$ cat src/shared/acl_pkg.sv
package acl_pkg;

   // Register byte offsets on the APB port.
   localparam logic [7:0] ctrl_off = 8'h00;
   localparam logic [7:0] status_off = 8'h04;
   localparam logic [7:0] cmd_two_off = 8'h08;
   localparam logic [7:0] cmd_word_off = 8'h0c;
   localparam logic [7:0] cmd_index_off = 8'h1c;
   localparam logic [7:0] cbp_off = 8'h20;
   localparam logic [7:0] list1_off_off = 8'h24;
   localparam logic [7:0] prs_off = 8'h28;

   // Control register field positions.
   localparam int ctrl_en_bit = 0;
   localparam int ctrl_smod_bit = 1;
   localparam int ctrl_start_bit = 2;
   localparam int ctrl_list_bit = 3;
   localparam int ctrl_lopt_lsb = 4;

   // Command word field positions.
   localparam int smp_lsb = 11;
   localparam int uopt_lsb = 9;
   localparam int chsel_lsb = 16;

   // Reset values.
   localparam logic [7:0] cmd_two_rst = 8'h00;
   localparam logic [23:0] cbp_rst = 24'h000000;
   localparam logic [6:0] prs_rst = 7'h00;
   localparam logic [6:0] list1_off_rst = 7'h20;

   // Limits.
   localparam logic [4:0] smp_max = 5'h14;
   localparam logic [4:0] smp_base = 5'h04;
   localparam logic [5:0] chan_max_dflt = 6'h14;
   localparam logic [5:0] chan_reserved_lo = 6'h03;
   localparam logic [5:0] chan_reserved_hi = 6'h07;

   typedef struct packed {
      logic [4:0] sample_time_code;
      logic [1:0] upper_system_option_bits;
      logic [5:0] input_channel_select;
   } acl_cmd_t;

   typedef enum logic [3:0] {
      st_idle = 4'b0001,
      st_fetch = 4'b0010,
      st_sample = 4'b0100,
      st_halt = 4'b1000
   } acl_state_t;

endpackage

$ cat src/verilog/acl_clkdiv.sv
`timescale 1ns/1ns
module acl_clkdiv (
   input wire logic ref_clk,
   input wire logic resetn,
   input wire logic run,
   input wire logic [6:0] clock_prescaler_value,
   output logic conv_tick
);
   logic [7:0] cnt_r;

   // Conversion clock period is 2*(prescaler+1) bus cycles; one tick per period.
   always_ff @(posedge ref_clk) begin
      if (!resetn || !run) begin
         cnt_r <= 8'h00;
      end else if (cnt_r >= {clock_prescaler_value, 1'b1}) begin
         cnt_r <= 8'h00;
      end else begin
         cnt_r <= cnt_r + 8'h01;
      end
   end

   assign conv_tick = run && (cnt_r >= {clock_prescaler_value, 1'b1});
endmodule // acl_clkdiv

$ cat src/verilog/acl_cmd_ctrl.sv
`timescale 1ns/1ns
// Functional notes
// Reserved encoding in a fetched command sets the error flag and halts.
// Second command byte always readable, written only under special-mode access.
// Sample-time code gives code plus four conversion cycles; above 10100 is reserved.
// Sample cycles are counted in conversion-clock periods set by the prescaler.
// Command bits 10 to 9 drive the upper option bits beside the lower ones.
// Software changes the command byte only while no conversion is running.
// Read-only six-bit command index counts 32-bit entries from list start.
// Base pointer written only while converter disabled or special access set.
// Base pointer holds the word-aligned base address of both command lists.
// Fetch address is computed from the base pointer and the active list.
// Highest analog channel code matches the implemented channel count.
// Channel-select bits 21 to 16 choose the converted analog input.
// Command index advances by one after each command is loaded.
module acl_cmd_ctrl #(
   parameter logic [5:0] highest_analog_input = acl_pkg::chan_max_dflt
) (
   input wire logic ref_clk,
   input wire logic resetn,
   input wire logic psel,
   input wire logic penable,
   input wire logic pwrite,
   input wire logic [7:0] paddr,
   input wire logic [31:0] pwdata,
   output logic [31:0] prdata,
   output logic pready,
   output logic pslverr,
   output logic fetch_req,
   output logic [23:0] fetch_addr,
   input wire logic fetch_ack,
   input wire logic [31:0] fetch_data,
   output logic [5:0] input_channel_select,
   output logic [3:0] system_option_bits,
   output logic sampling,
   output logic sample_done,
   output logic command_error_flag
);

   ////////////////////////////////////////////////////////////////////////////
   logic adc_en_r;
   logic special_mode_access_r;
   logic active_list_r;
   logic [1:0] lower_system_option_bits_r;
   logic [7:0] cmd_two_r;
   logic [5:0] chsel_r;
   logic [23:0] command_list_base_r;
   logic [5:0] command_list_index_r;
   logic [6:0] list1_offset_r;
   logic [6:0] clock_prescaler_value_r;
   logic command_error_flag_r;
   logic [4:0] smp_cnt_r;
   logic sample_done_r;
   logic [23:0] fetch_addr_r;
   logic [31:0] prdata_r;
   acl_pkg::acl_state_t state_r;
   acl_pkg::acl_state_t state_nxt;
   acl_pkg::acl_cmd_t cmd;
   logic wr;
   logic rd;
   logic start;
   logic conv_tick;
   logic bad_cmd;
   logic fetch_take;
   logic cmd_wr_ok;
   logic cfg_wr_ok;
   logic err_set;
   logic err_clr;
   logic [31:0] rd_word;

   function automatic logic chan_reserved(input logic [5:0] ch, input logic [5:0] hi);
      chan_reserved = (ch >= acl_pkg::chan_reserved_lo && ch <= acl_pkg::chan_reserved_hi) || (ch > hi);
   endfunction

   function automatic logic reg_mapped(input logic [7:0] a);
      unique case (a)
         acl_pkg::ctrl_off, acl_pkg::status_off, acl_pkg::cmd_two_off, acl_pkg::cmd_word_off: reg_mapped = 1'b1;
         acl_pkg::cmd_index_off, acl_pkg::cbp_off, acl_pkg::list1_off_off, acl_pkg::prs_off: reg_mapped = 1'b1;
         default: reg_mapped = 1'b0;
      endcase
   endfunction

   // Index and list offset count 32-bit entries, so both are scaled by four here.
   function automatic logic [23:0] entry_addr(input logic [23:0] base, input logic [6:0] off,
                                            input logic [5:0] idx);
      logic [7:0] words;
      words = {1'b0, off} + {2'b00, idx};
      entry_addr = {base[23:2], 2'b00} + {14'h0000, words, 2'b00};
   endfunction

   ////////////////////////////////////////////////////////////////////////////
   // APB answers in the access cycle; no wait states.
   assign pready = 1'b1;
   assign wr = psel && penable && pwrite;
   assign rd = psel && !penable && !pwrite;
   assign pslverr = psel && penable && !reg_mapped(paddr);
   assign start = wr && paddr == acl_pkg::ctrl_off && pwdata[acl_pkg::ctrl_start_bit];
   assign fetch_take = state_r == acl_pkg::st_fetch && fetch_ack;
   // Command writes need special access; setup registers also open while the converter is off.
   assign cmd_wr_ok = wr && special_mode_access_r;
   assign cfg_wr_ok = wr && (!adc_en_r || special_mode_access_r);

   always_ff @(posedge ref_clk) begin
      if (!resetn) begin
         adc_en_r <= 1'b0;
         special_mode_access_r <= 1'b0;
      end else if (wr && paddr == acl_pkg::ctrl_off) begin
         adc_en_r <= pwdata[acl_pkg::ctrl_en_bit];
         special_mode_access_r <= pwdata[acl_pkg::ctrl_smod_bit];
      end
   end

   always_ff @(posedge ref_clk) begin
      if (!resetn) begin
         active_list_r <= 1'b0;
         lower_system_option_bits_r <= 2'b00;
      end else if (wr && paddr == acl_pkg::ctrl_off) begin
         active_list_r <= pwdata[acl_pkg::ctrl_list_bit];
         lower_system_option_bits_r <= pwdata[acl_pkg::ctrl_lopt_lsb +: 2];
      end
   end

   // Software must keep this idle while converting; hardware does not check it.
   always_ff @(posedge ref_clk) begin
      if (!resetn) begin
         cmd_two_r <= acl_pkg::cmd_two_rst;
         chsel_r <= 6'h00;
      end else if (fetch_take) begin
         cmd_two_r <= fetch_data[15:8];
         chsel_r <= fetch_data[acl_pkg::chsel_lsb +: 6];
      end else if (cmd_wr_ok) begin
         if (paddr == acl_pkg::cmd_two_off) begin
            cmd_two_r <= pwdata[7:0];
         end else if (paddr == acl_pkg::cmd_word_off) begin
            cmd_two_r <= pwdata[15:8];
            chsel_r <= pwdata[acl_pkg::chsel_lsb +: 6];
         end
      end
   end

   always_ff @(posedge ref_clk) begin
      if (!resetn) begin
         command_list_base_r <= acl_pkg::cbp_rst;
      end else if (cfg_wr_ok && paddr == acl_pkg::cbp_off) begin
         command_list_base_r <= {pwdata[23:2], 2'b00};
      end
   end

   always_ff @(posedge ref_clk) begin
      if (!resetn) begin
         list1_offset_r <= acl_pkg::list1_off_rst;
      end else if (cfg_wr_ok && paddr == acl_pkg::list1_off_off) begin
         list1_offset_r <= pwdata[6:0];
      end
   end

   always_ff @(posedge ref_clk) begin
      if (!resetn) begin
         clock_prescaler_value_r <= acl_pkg::prs_rst;
      end else if (cfg_wr_ok && paddr == acl_pkg::prs_off) begin
         clock_prescaler_value_r <= pwdata[6:0];
      end
   end

   ////////////////////////////////////////////////////////////////////////////
   assign cmd.sample_time_code = cmd_two_r[acl_pkg::smp_lsb - 8 +: 5];
   assign cmd.upper_system_option_bits = cmd_two_r[acl_pkg::uopt_lsb - 8 +: 2];
   assign cmd.input_channel_select = chsel_r;
   assign bad_cmd = cmd.sample_time_code > acl_pkg::smp_max
      || chan_reserved(cmd.input_channel_select, highest_analog_input);

   // The divider runs only while sampling, so every window starts on a whole conversion period.
   acl_clkdiv u_div (
      .ref_clk(ref_clk),
      .resetn(resetn),
      .run(state_r == acl_pkg::st_sample),
      .clock_prescaler_value(clock_prescaler_value_r),
      .conv_tick(conv_tick)
   );

   always_comb begin
      state_nxt = state_r;
      unique case (state_r)
         acl_pkg::st_idle: begin
            if (start && adc_en_r) begin
               state_nxt = acl_pkg::st_fetch;
            end
         end
         acl_pkg::st_fetch: begin
            if (fetch_ack) begin
               state_nxt = acl_pkg::st_sample;
            end
         end
         acl_pkg::st_sample: begin
            if (bad_cmd) begin
               state_nxt = acl_pkg::st_halt;
            end else if (conv_tick && smp_cnt_r == cmd.sample_time_code + acl_pkg::smp_base - 5'h01) begin
               state_nxt = acl_pkg::st_idle;
            end
         end
         acl_pkg::st_halt: begin
            // Only dropping the enable leaves a halt, so a bad list cannot run on by itself.
            if (!adc_en_r) begin
               state_nxt = acl_pkg::st_idle;
            end
         end
         default: begin
            state_nxt = acl_pkg::st_idle;
         end
      endcase
      if (!adc_en_r && state_r != acl_pkg::st_halt) begin
         state_nxt = acl_pkg::st_idle;
      end
   end

   always_ff @(posedge ref_clk) begin
      if (!resetn) begin
         state_r <= acl_pkg::st_idle;
      end else begin
         state_r <= state_nxt;
      end
   end

   // The count restarts with every window, so a stale count never shortens the next one.
   always_ff @(posedge ref_clk) begin
      if (!resetn || state_r != acl_pkg::st_sample) begin
         smp_cnt_r <= 5'h00;
      end else if (conv_tick) begin
         smp_cnt_r <= smp_cnt_r + 5'h01;
      end
   end

   always_ff @(posedge ref_clk) begin
      if (!resetn) begin
         sample_done_r <= 1'b0;
      end else begin
         sample_done_r <= state_r == acl_pkg::st_sample && state_nxt == acl_pkg::st_idle && adc_en_r;
      end
   end

   // Clearing the enable rewinds both lists to their first entry.
   always_ff @(posedge ref_clk) begin
      if (!resetn || !adc_en_r) begin
         command_list_index_r <= 6'h00;
      end else if (fetch_take) begin
         command_list_index_r <= command_list_index_r + 6'h01;
      end
   end

   assign err_set = state_r == acl_pkg::st_sample && bad_cmd;
   assign err_clr = wr && paddr == acl_pkg::status_off && pwdata[0];

   // Error stays until software writes one to its status bit; a new error on that edge still wins.
   always_ff @(posedge ref_clk) begin
      if (!resetn) begin
         command_error_flag_r <= 1'b0;
      end else if (err_set) begin
         command_error_flag_r <= 1'b1;
      end else if (err_clr) begin
         command_error_flag_r <= 1'b0;
      end
   end

   // Registered to keep the adder off the memory path; it settles one cycle after a base or index change.
   always_ff @(posedge ref_clk) begin
      if (!resetn) begin
         fetch_addr_r <= 24'h000000;
      end else begin
         fetch_addr_r <= entry_addr(command_list_base_r, active_list_r ? list1_offset_r : 7'h00,
                                    command_list_index_r);
      end
   end

   ////////////////////////////////////////////////////////////////////////////
   // The word is taken in the setup cycle and held, so prdata stands through the access phase.
   always_comb begin
      rd_word = 32'h00000000;
      unique case (paddr)
         acl_pkg::ctrl_off: rd_word = {26'h0, lower_system_option_bits_r, active_list_r, 1'b0,
                                       special_mode_access_r, adc_en_r};
         acl_pkg::status_off: rd_word = {24'h0, state_r, 3'b000, command_error_flag_r};
         acl_pkg::cmd_two_off: rd_word = {24'h0, cmd_two_r};
         acl_pkg::cmd_word_off: rd_word = {10'h0, chsel_r, cmd_two_r, 8'h00};
         acl_pkg::cmd_index_off: rd_word = {26'h0, command_list_index_r};
         acl_pkg::cbp_off: rd_word = {8'h00, command_list_base_r};
         acl_pkg::list1_off_off: rd_word = {25'h0, list1_offset_r};
         acl_pkg::prs_off: rd_word = {25'h0, clock_prescaler_value_r};
         default: rd_word = 32'h00000000;
      endcase
   end

   always_ff @(posedge ref_clk) begin
      if (!resetn) begin
         prdata_r <= 32'h00000000;
      end else if (rd) begin
         prdata_r <= rd_word;
      end
   end

   assign prdata = prdata_r;
   assign fetch_req = state_r == acl_pkg::st_fetch;
   assign fetch_addr = fetch_addr_r;
   assign input_channel_select = cmd.input_channel_select;
   assign system_option_bits = {cmd.upper_system_option_bits, lower_system_option_bits_r};
   assign sampling = state_r == acl_pkg::st_sample;
   assign sample_done = sample_done_r;
   assign command_error_flag = command_error_flag_r;
endmodule // acl_cmd_ctrl

$ cat config.mk
export PLATFORM = sky130hd
export DESIGN_NAME = acl_cmd_ctrl
export DESIGN_NICKNAME = d
export VERILOG_FILES = /design/src/shared/acl_pkg.sv /design/src/verilog/acl_clkdiv.sv /design/src/verilog/acl_cmd_ctrl.sv
export SDC_FILE = /design/constraint.sdc
export NUM_CORES = 1
export LEC_CHECK = 0
export BUFFER_PORTS_ARGS = -buffer_cell sky130_fd_sc_hd__buf_2
export CAP_MARGIN = 20
export CORE_UTILIZATION = 50
export CTS_CLUSTER_DIAMETER = 60
export DETAILED_ROUTE_END_ITERATION = 8
export PLACE_DENSITY = 0.75
export SLEW_MARGIN = 20
export SYNTH_ARGS = -nofsm -noshare
export SYNTH_HDL_FRONTEND = slang
export SYNTH_SLANG_ARGS = --single-unit
$ cat constraint.sdc
create_clock -name ref_clk -period 3.7 [get_ports ref_clk]
set_input_delay 1.11 -clock ref_clk [delete_from_list [all_inputs] [get_ports ref_clk]]
set_output_delay 1.11 -clock ref_clk [all_outputs]
set_load 0.005 [all_outputs]
* After elaboration in Yosys (flattened, before gate mapping)
Cells that the tools add are included.
** Operators by class
- Muxes and demuxes :: 20
- Equality and inequality tests :: 16
- $add $sub $neg :: 7
- $lt $le $gt $ge :: 5
- Reduce and logical (&&, ||, !) cells :: 44
** Operators with widths (number)
- $pmux W24 S8 :: 1
- $mux W8 :: 4
- $add A24 B10 Y24 :: 1
- $eq A8 B6 Y1 const B :: 3
- $mux W4 :: 6
- $mux W6 :: 4
- $logic_and A1 B1 Y1 :: 23
- $eq A8 B4 Y1 const B :: 2
- $pmux W4 S4 :: 1
- $add A7 B6 Y8 :: 1
- $add A8 B1 Y8 const B :: 1
- $eq A4 B1 Y1 const B :: 2
- $eq A8 B3 Y1 const B :: 1
- $eq A8 B5 Y1 const B :: 1
- $ge A8 B8 Y1 :: 1
- $logic_not A8 Y1 :: 1
- $reduce_or A8 Y1 :: 1
- $mux W7 :: 1
- $add A6 B1 Y6 const B :: 1
- $ge A6 B2 Y1 const B :: 1
- $gt A6 B5 Y1 const B :: 1
- $le A6 B3 Y1 const B :: 1
- $logic_not A1 Y1 :: 6
- $logic_or A1 B1 Y1 :: 6
- 17 further kinds :: 21
** Storage, ports and cells
- Input bits :: 78
- Output and inout port bits :: 72
- Flip-flop bits (word level) :: 136
- Word-level logic and storage cells :: 109

* Longest topological paths before layout
- Depth in word-level cells :: 11
- Depth in mapped cells :: 15
- Gate-level depth less buffers :: 15

* By module
Synthesis repeated with hierarchy kept, for this count alone.
** Unflattened totals
- Cells, all modules :: 797
- Area, all modules :: 6755.2 µm²
** By module, submodules not included
- acl_cmd_ctrl :: seq. area each 2362.3 µm², area each 6274.8 µm², times used 1, cells an instance 741
- acl_clkdiv :: seq. area each 160.2 µm², area each 480.5 µm², times used 1, cells an instance 56

* Worst setup path before layout
No wires, ideal clock.
- Path type :: reg2reg
- Start :: reg active_list_r
- End :: reg fetch_addr_r[20], in the netlist fetch_addr[20]
- Setup slack :: 545 ps
- Arrival :: 3040 ps
- Path buffers :: 0
- Setup time :: 115 ps
- Required time :: 3585 ps
- Clock period less this slack :: 3155 ps
- Cell stages (with the launch flop) :: 16
- Cell sequence :: dfxtp_1 and2_1 ha_1 inv_1 fa_1 nor2b_1 o21ai_0 a21boi_0 or4_1 nand3_1 ha_1 o21a_1 o21a_1 o21ai_1 nor3_1 o21a_1
** On the way
- Word-level cells in the longest chain between the ends :: 3
** RTL lines
- start: declaration :: line acl_cmd_ctrl.sv:43 : logic active_list_r;
- start signal: assignment :: line acl_cmd_ctrl.sv:118 : active_list_r <= pwdata[acl_pkg::ctrl_list_bit];
- $mux W7 :: line acl_cmd_ctrl.sv:269 : fetch_addr_r <= entry_addr(command_list_base_r, active_list_r ? list1_offset_r : 7'h00,
- $add A7 B6 Y8 :: line acl_cmd_ctrl.sv:87 : words = {1'b0, off} + {2'b00, idx};
- $add A24 B10 Y24 :: line acl_cmd_ctrl.sv:88 : entry_addr = {base[23:2], 2'b00} + {14'h0000, words, 2'b00};
- end signal: assignment :: line acl_cmd_ctrl.sv:269
- end: declaration :: line acl_cmd_ctrl.sv:54 : logic [23:0] fetch_addr_r;
Every way passes these cells.
A chain may end at the register's enable or synchronous reset.

* Worst setup path in the final report
- Start :: reg list1_offset_r[0]
- End :: reg fetch_addr_r[22], in the netlist fetch_addr[22]
** On the way
- Word-level cells in the longest chain between the ends :: 3
** RTL lines
- start: declaration :: line acl_cmd_ctrl.sv:49 : logic [6:0] list1_offset_r;
- start signal: assignment :: line acl_cmd_ctrl.sv:151 : list1_offset_r <= acl_pkg::list1_off_rst;
- start signal: assignment :: line acl_cmd_ctrl.sv:153 : list1_offset_r <= pwdata[6:0];
- $mux W7 :: line acl_cmd_ctrl.sv:269
- $add A7 B6 Y8 :: line acl_cmd_ctrl.sv:87
- $add A24 B10 Y24 :: line acl_cmd_ctrl.sv:88
Every way passes these cells.

==> results.sh <==
export IMPL_die_y_um=117
export IMPL_yosysWarnings=0
export IMPL_ys_flop_type="dfxtp_1"
export IMPL_ios=150
export IMPL_start_kind="flip-flop"
export IMPL_rsz0062_at_grt="no"
export IMPL_final_nets=985
export IMPL_die_w_um=117
export IMPL_synth_seq_cells=126
export IMPL_synth_cell_types=64
export IMPL_drc=0
export IMPL_synth_edf_count=0
export IMPL_hold_path_class="reg -> reg"
export IMPL_n_fill_cell=1121
export IMPL_final_core_util=0.621
export IMPL_postCtsSetupRepairBufs=0
export IMPL_postRouteAntennaNets=0
export IMPL_cp_cell_sequence="and2_1, ha_1, inv_1, fa_1, nor2b_1, o21ai_0, a21boi_1, or4_1, nand3_1, ha_1, o21a_1, o21a_1, o21ai_1, buf_4, or3_1, a21oi_1"
export IMPL_drive_above_1_share=0.205
export IMPL_root_buffer="clkbuf_16"
export IMPL_grt_overflow=0
export IMPL_postSynthCellCount=770
export IMPL_grt_pass1_wl_um=29000
export IMPL_leakagePower_nw=3.48
export IMPL_regArea_um2=2520
export IMPL_grt_max_degree=39
export IMPL_grtUsageTotal=0.270
export IMPL_routed_wl_um=18300
export IMPL_ys_async_sr_fraction=0
export IMPL_critPathKind="reg -> reg"
export IMPL_drv_cap=0
export IMPL_drtIter0Drc=596
export IMPL_required_ps=4060
export IMPL_grt_pass1_vias=5557
export IMPL_clk_pin_slew_ps=60
export IMPL_crit_slowest_cell="ha_1"
export IMPL_vias=6028
export IMPL_place_congestion=0.938
export IMPL_rows=41
export IMPL_cts_num_sinks=126
export IMPL_cp_max_fo=9
export IMPL_clock_path_buffers=2
export IMPL_syn_area_um2=6650
export IMPL_drv_slew=0
export IMPL_clk_latency_ps=430
export IMPL_start_util=0.521
export IMPL_ctsHoldBuffers=0
export IMPL_syn2layout_area_growth_pct=19.4
export IMPL_dieArea_um2=13800
export IMPL_cts_buffers=17
export IMPL_fin_skew_ps=9.10
export IMPL_final_hold_violation_count=0
export IMPL_ir_drop_mv=0.374
export IMPL_worstSetupStartpoint="list1_offset_r[0]"
export IMPL_viasPerCell=5.66
export IMPL_syn_mean_instance_area_um2=8.63
export IMPL_status="finished, final reports clean"
export IMPL_fin_crit_sh=0.898
export IMPL_insertedDiodeCount=0
export IMPL_cp_end_kind="flip-flop"
export IMPL_first_pass_iters=7
export IMPL_ys_seq_area_frac=0.379
export IMPL_cts_resized=0
export IMPL_multi_input_area_um2=3820
export IMPL_dpl_hpwl_um=13300
export IMPL_hold_start="prdata[6]"
export IMPL_p_per_area_nw_per_um2=398
export IMPL_slew_headroom=0.401
export IMPL_numPortBuffers=112
export IMPL_antenna_found_initial=0
export IMPL_fmax_ghz=0.301
export IMPL_worstReg2RegStart="list1_offset_r[0]"
export IMPL_fin_setup_tns_ps=0
export IMPL_htreeDepth=4
export IMPL_wire_per_inst_um=17.1
export IMPL_tightestPinTransition_ps=898
export IMPL_core_area_um2=12800
export IMPL_period_needed_ps=3320
export IMPL_max_stage_delay_ps=420
export IMPL_cts_tree="done"
export IMPL_setup_viol=0
export IMPL_worstPathArrival_ps=3680
export IMPL_whs_ps=460
-- flip-flops by register name, indices dropped and copies added (netlist names), 2 cells and up --
name	cells
clock_prescaler_value_r	7
cmd_two_r	8
command_list_base_r	22
command_list_index_r	6
fetch_addr	22
input_channel_select	6
list1_offset_r	7
lower_system_option_bits_r	2
prdata	24
smp_cnt_r	5
state_r	4
u_div.cnt_r	8
-- layout by cell type, fill, tap and decap left out, types with 19 or more instances in the layout --
cell and count:
dfxtp_1 126, buf_2 112, nor2_1 94, nand2_1 67
mux2i_1 59, a21oi_1 49, o21ai_0 37, nand3_1 29
ha_1 25, inv_1 24, xor2_1 19, a22oi_1 19
-- critical path, delay by kind of cell (launching register included) --
| family | cells | cell delay [ps] |
|---|---|---|
| compound gates | 6 | 860 |
| simple gates | 5 | 820 |
| buf+inv | 2 | 230 |
| flops | 1 | 340 |
| fa+ha+maj | 3 | 990 |
-- metal layers --
metal  track usage  share of wire  up-vias
met2         0.430           0.46      269
met4        0.0877          0.015        0
met5             0              0        -
met3        0.0734          0.084       24
met1         0.352           0.44     2791
li1              -              -     2944
-- cell usage after synthesis, types with 3 or more instances --
master / n / area share
dfxtp_1: 126 / 0.38
nor2_1: 94 / 0.053
nand2_1: 67 / 0.038
mux2i_1: 59 / 0.089
a21oi_1: 49 / 0.037
o21ai_0: 37 / 0.028
nand3_1: 29 / 0.022
ha_1: 25 / 0.047
inv_1: 25 / 0.014
a22oi_1: 19 / 0.021
clkbuf_1: 19 / 0.011
xor2_1: 19 / 0.025
buf_4: 16 / 0.018
nor3_1: 13 / 0.0098
xnor2_1: 12 / 0.016
nand4_1: 11 / 0.010
nor2b_1: 11 / 0.010
buf_2: 10 / 0.0075
nand2b_1: 10 / 0.0094
and2_1: 9 / 0.0085
and3_1: 9 / 0.0085
o21a_1: 7 / 0.0079
a311oi_1: 6 / 0.0079
o211ai_1: 6 / 0.0068
a21boi_0: 5 / 0.0056
a22o_1: 5 / 0.0066
mux2_2: 5 / 0.0085
a21o_1: 4 / 0.0045
or3_1: 4 / 0.0038
a211oi_1: 3 / 0.0034
a21oi_2: 3 / 0.0040
a32oi_1: 3 / 0.0040
nor3_2: 3 / 0.0045
nor4b_4: 3 / 0.011
o2111ai_1: 3 / 0.0040
o31ai_1: 3 / 0.0034
-- power breakdown --
| part | total, W | switching (W) | internal, W |
|---|---|---|---|
| combinational | 0.000128 | 0.0000870 | 0.0000410 |
| clock | 0.00167 | 0.000652 | 0.00102 |
| sequential | 0.00136 | 0.000000583 | 0.00136 |
| total | 0.00316 | 0.000740 | 0.00242 |
-- stage by stage --
stage,instance area [um2],total power (W),setup WS [ps],std cells
global route,7940,0.00325,72.9,1065
global placement,7330,0.00151,389,1033
finish,7940,0.00316,377,1065
detailed placement,7330,0.00151,355,1033
CTS,7930,0.00318,315,1065
floorplan,6680,0.00145,545,779
-- worst paths after layout --
path / endpoint / slack [ps] / depth (start not counted)
max: fetch_addr[22] / 380 / 16
min: prdata[6] / 460 / 2
max reg2reg: fetch_addr[22] / 380 / 16
min reg2reg: prdata[6] / 460 / 2
-- area by class of cell --
cell class,count,share of cell area
clock buffer,18,0.0553
clock inverter,14,0.0199
inverter,25,0.0118
multi-input combinational,581,0.481
sequential,126,0.318
tap,172,0.0271
timing repair buffer,129,0.0867
-- logic make-up after synthesis --
kind of cell / after synthesis / share of synthesized area
xor gates and xnor gates: 31 / 0.0408
muxes: 64 / 0.0973
AOI/OAI and AO/OA: 170 / 0.168
and+or+nand+nor: 278 / 0.208
adders and majority gates: 27 / 0.0531
DFF: 126 / 0.379
buffers and inverters: 72 / 0.0527
other: 2 / 0.00113
Note: power is estimated with default switching activity, not from simulation.
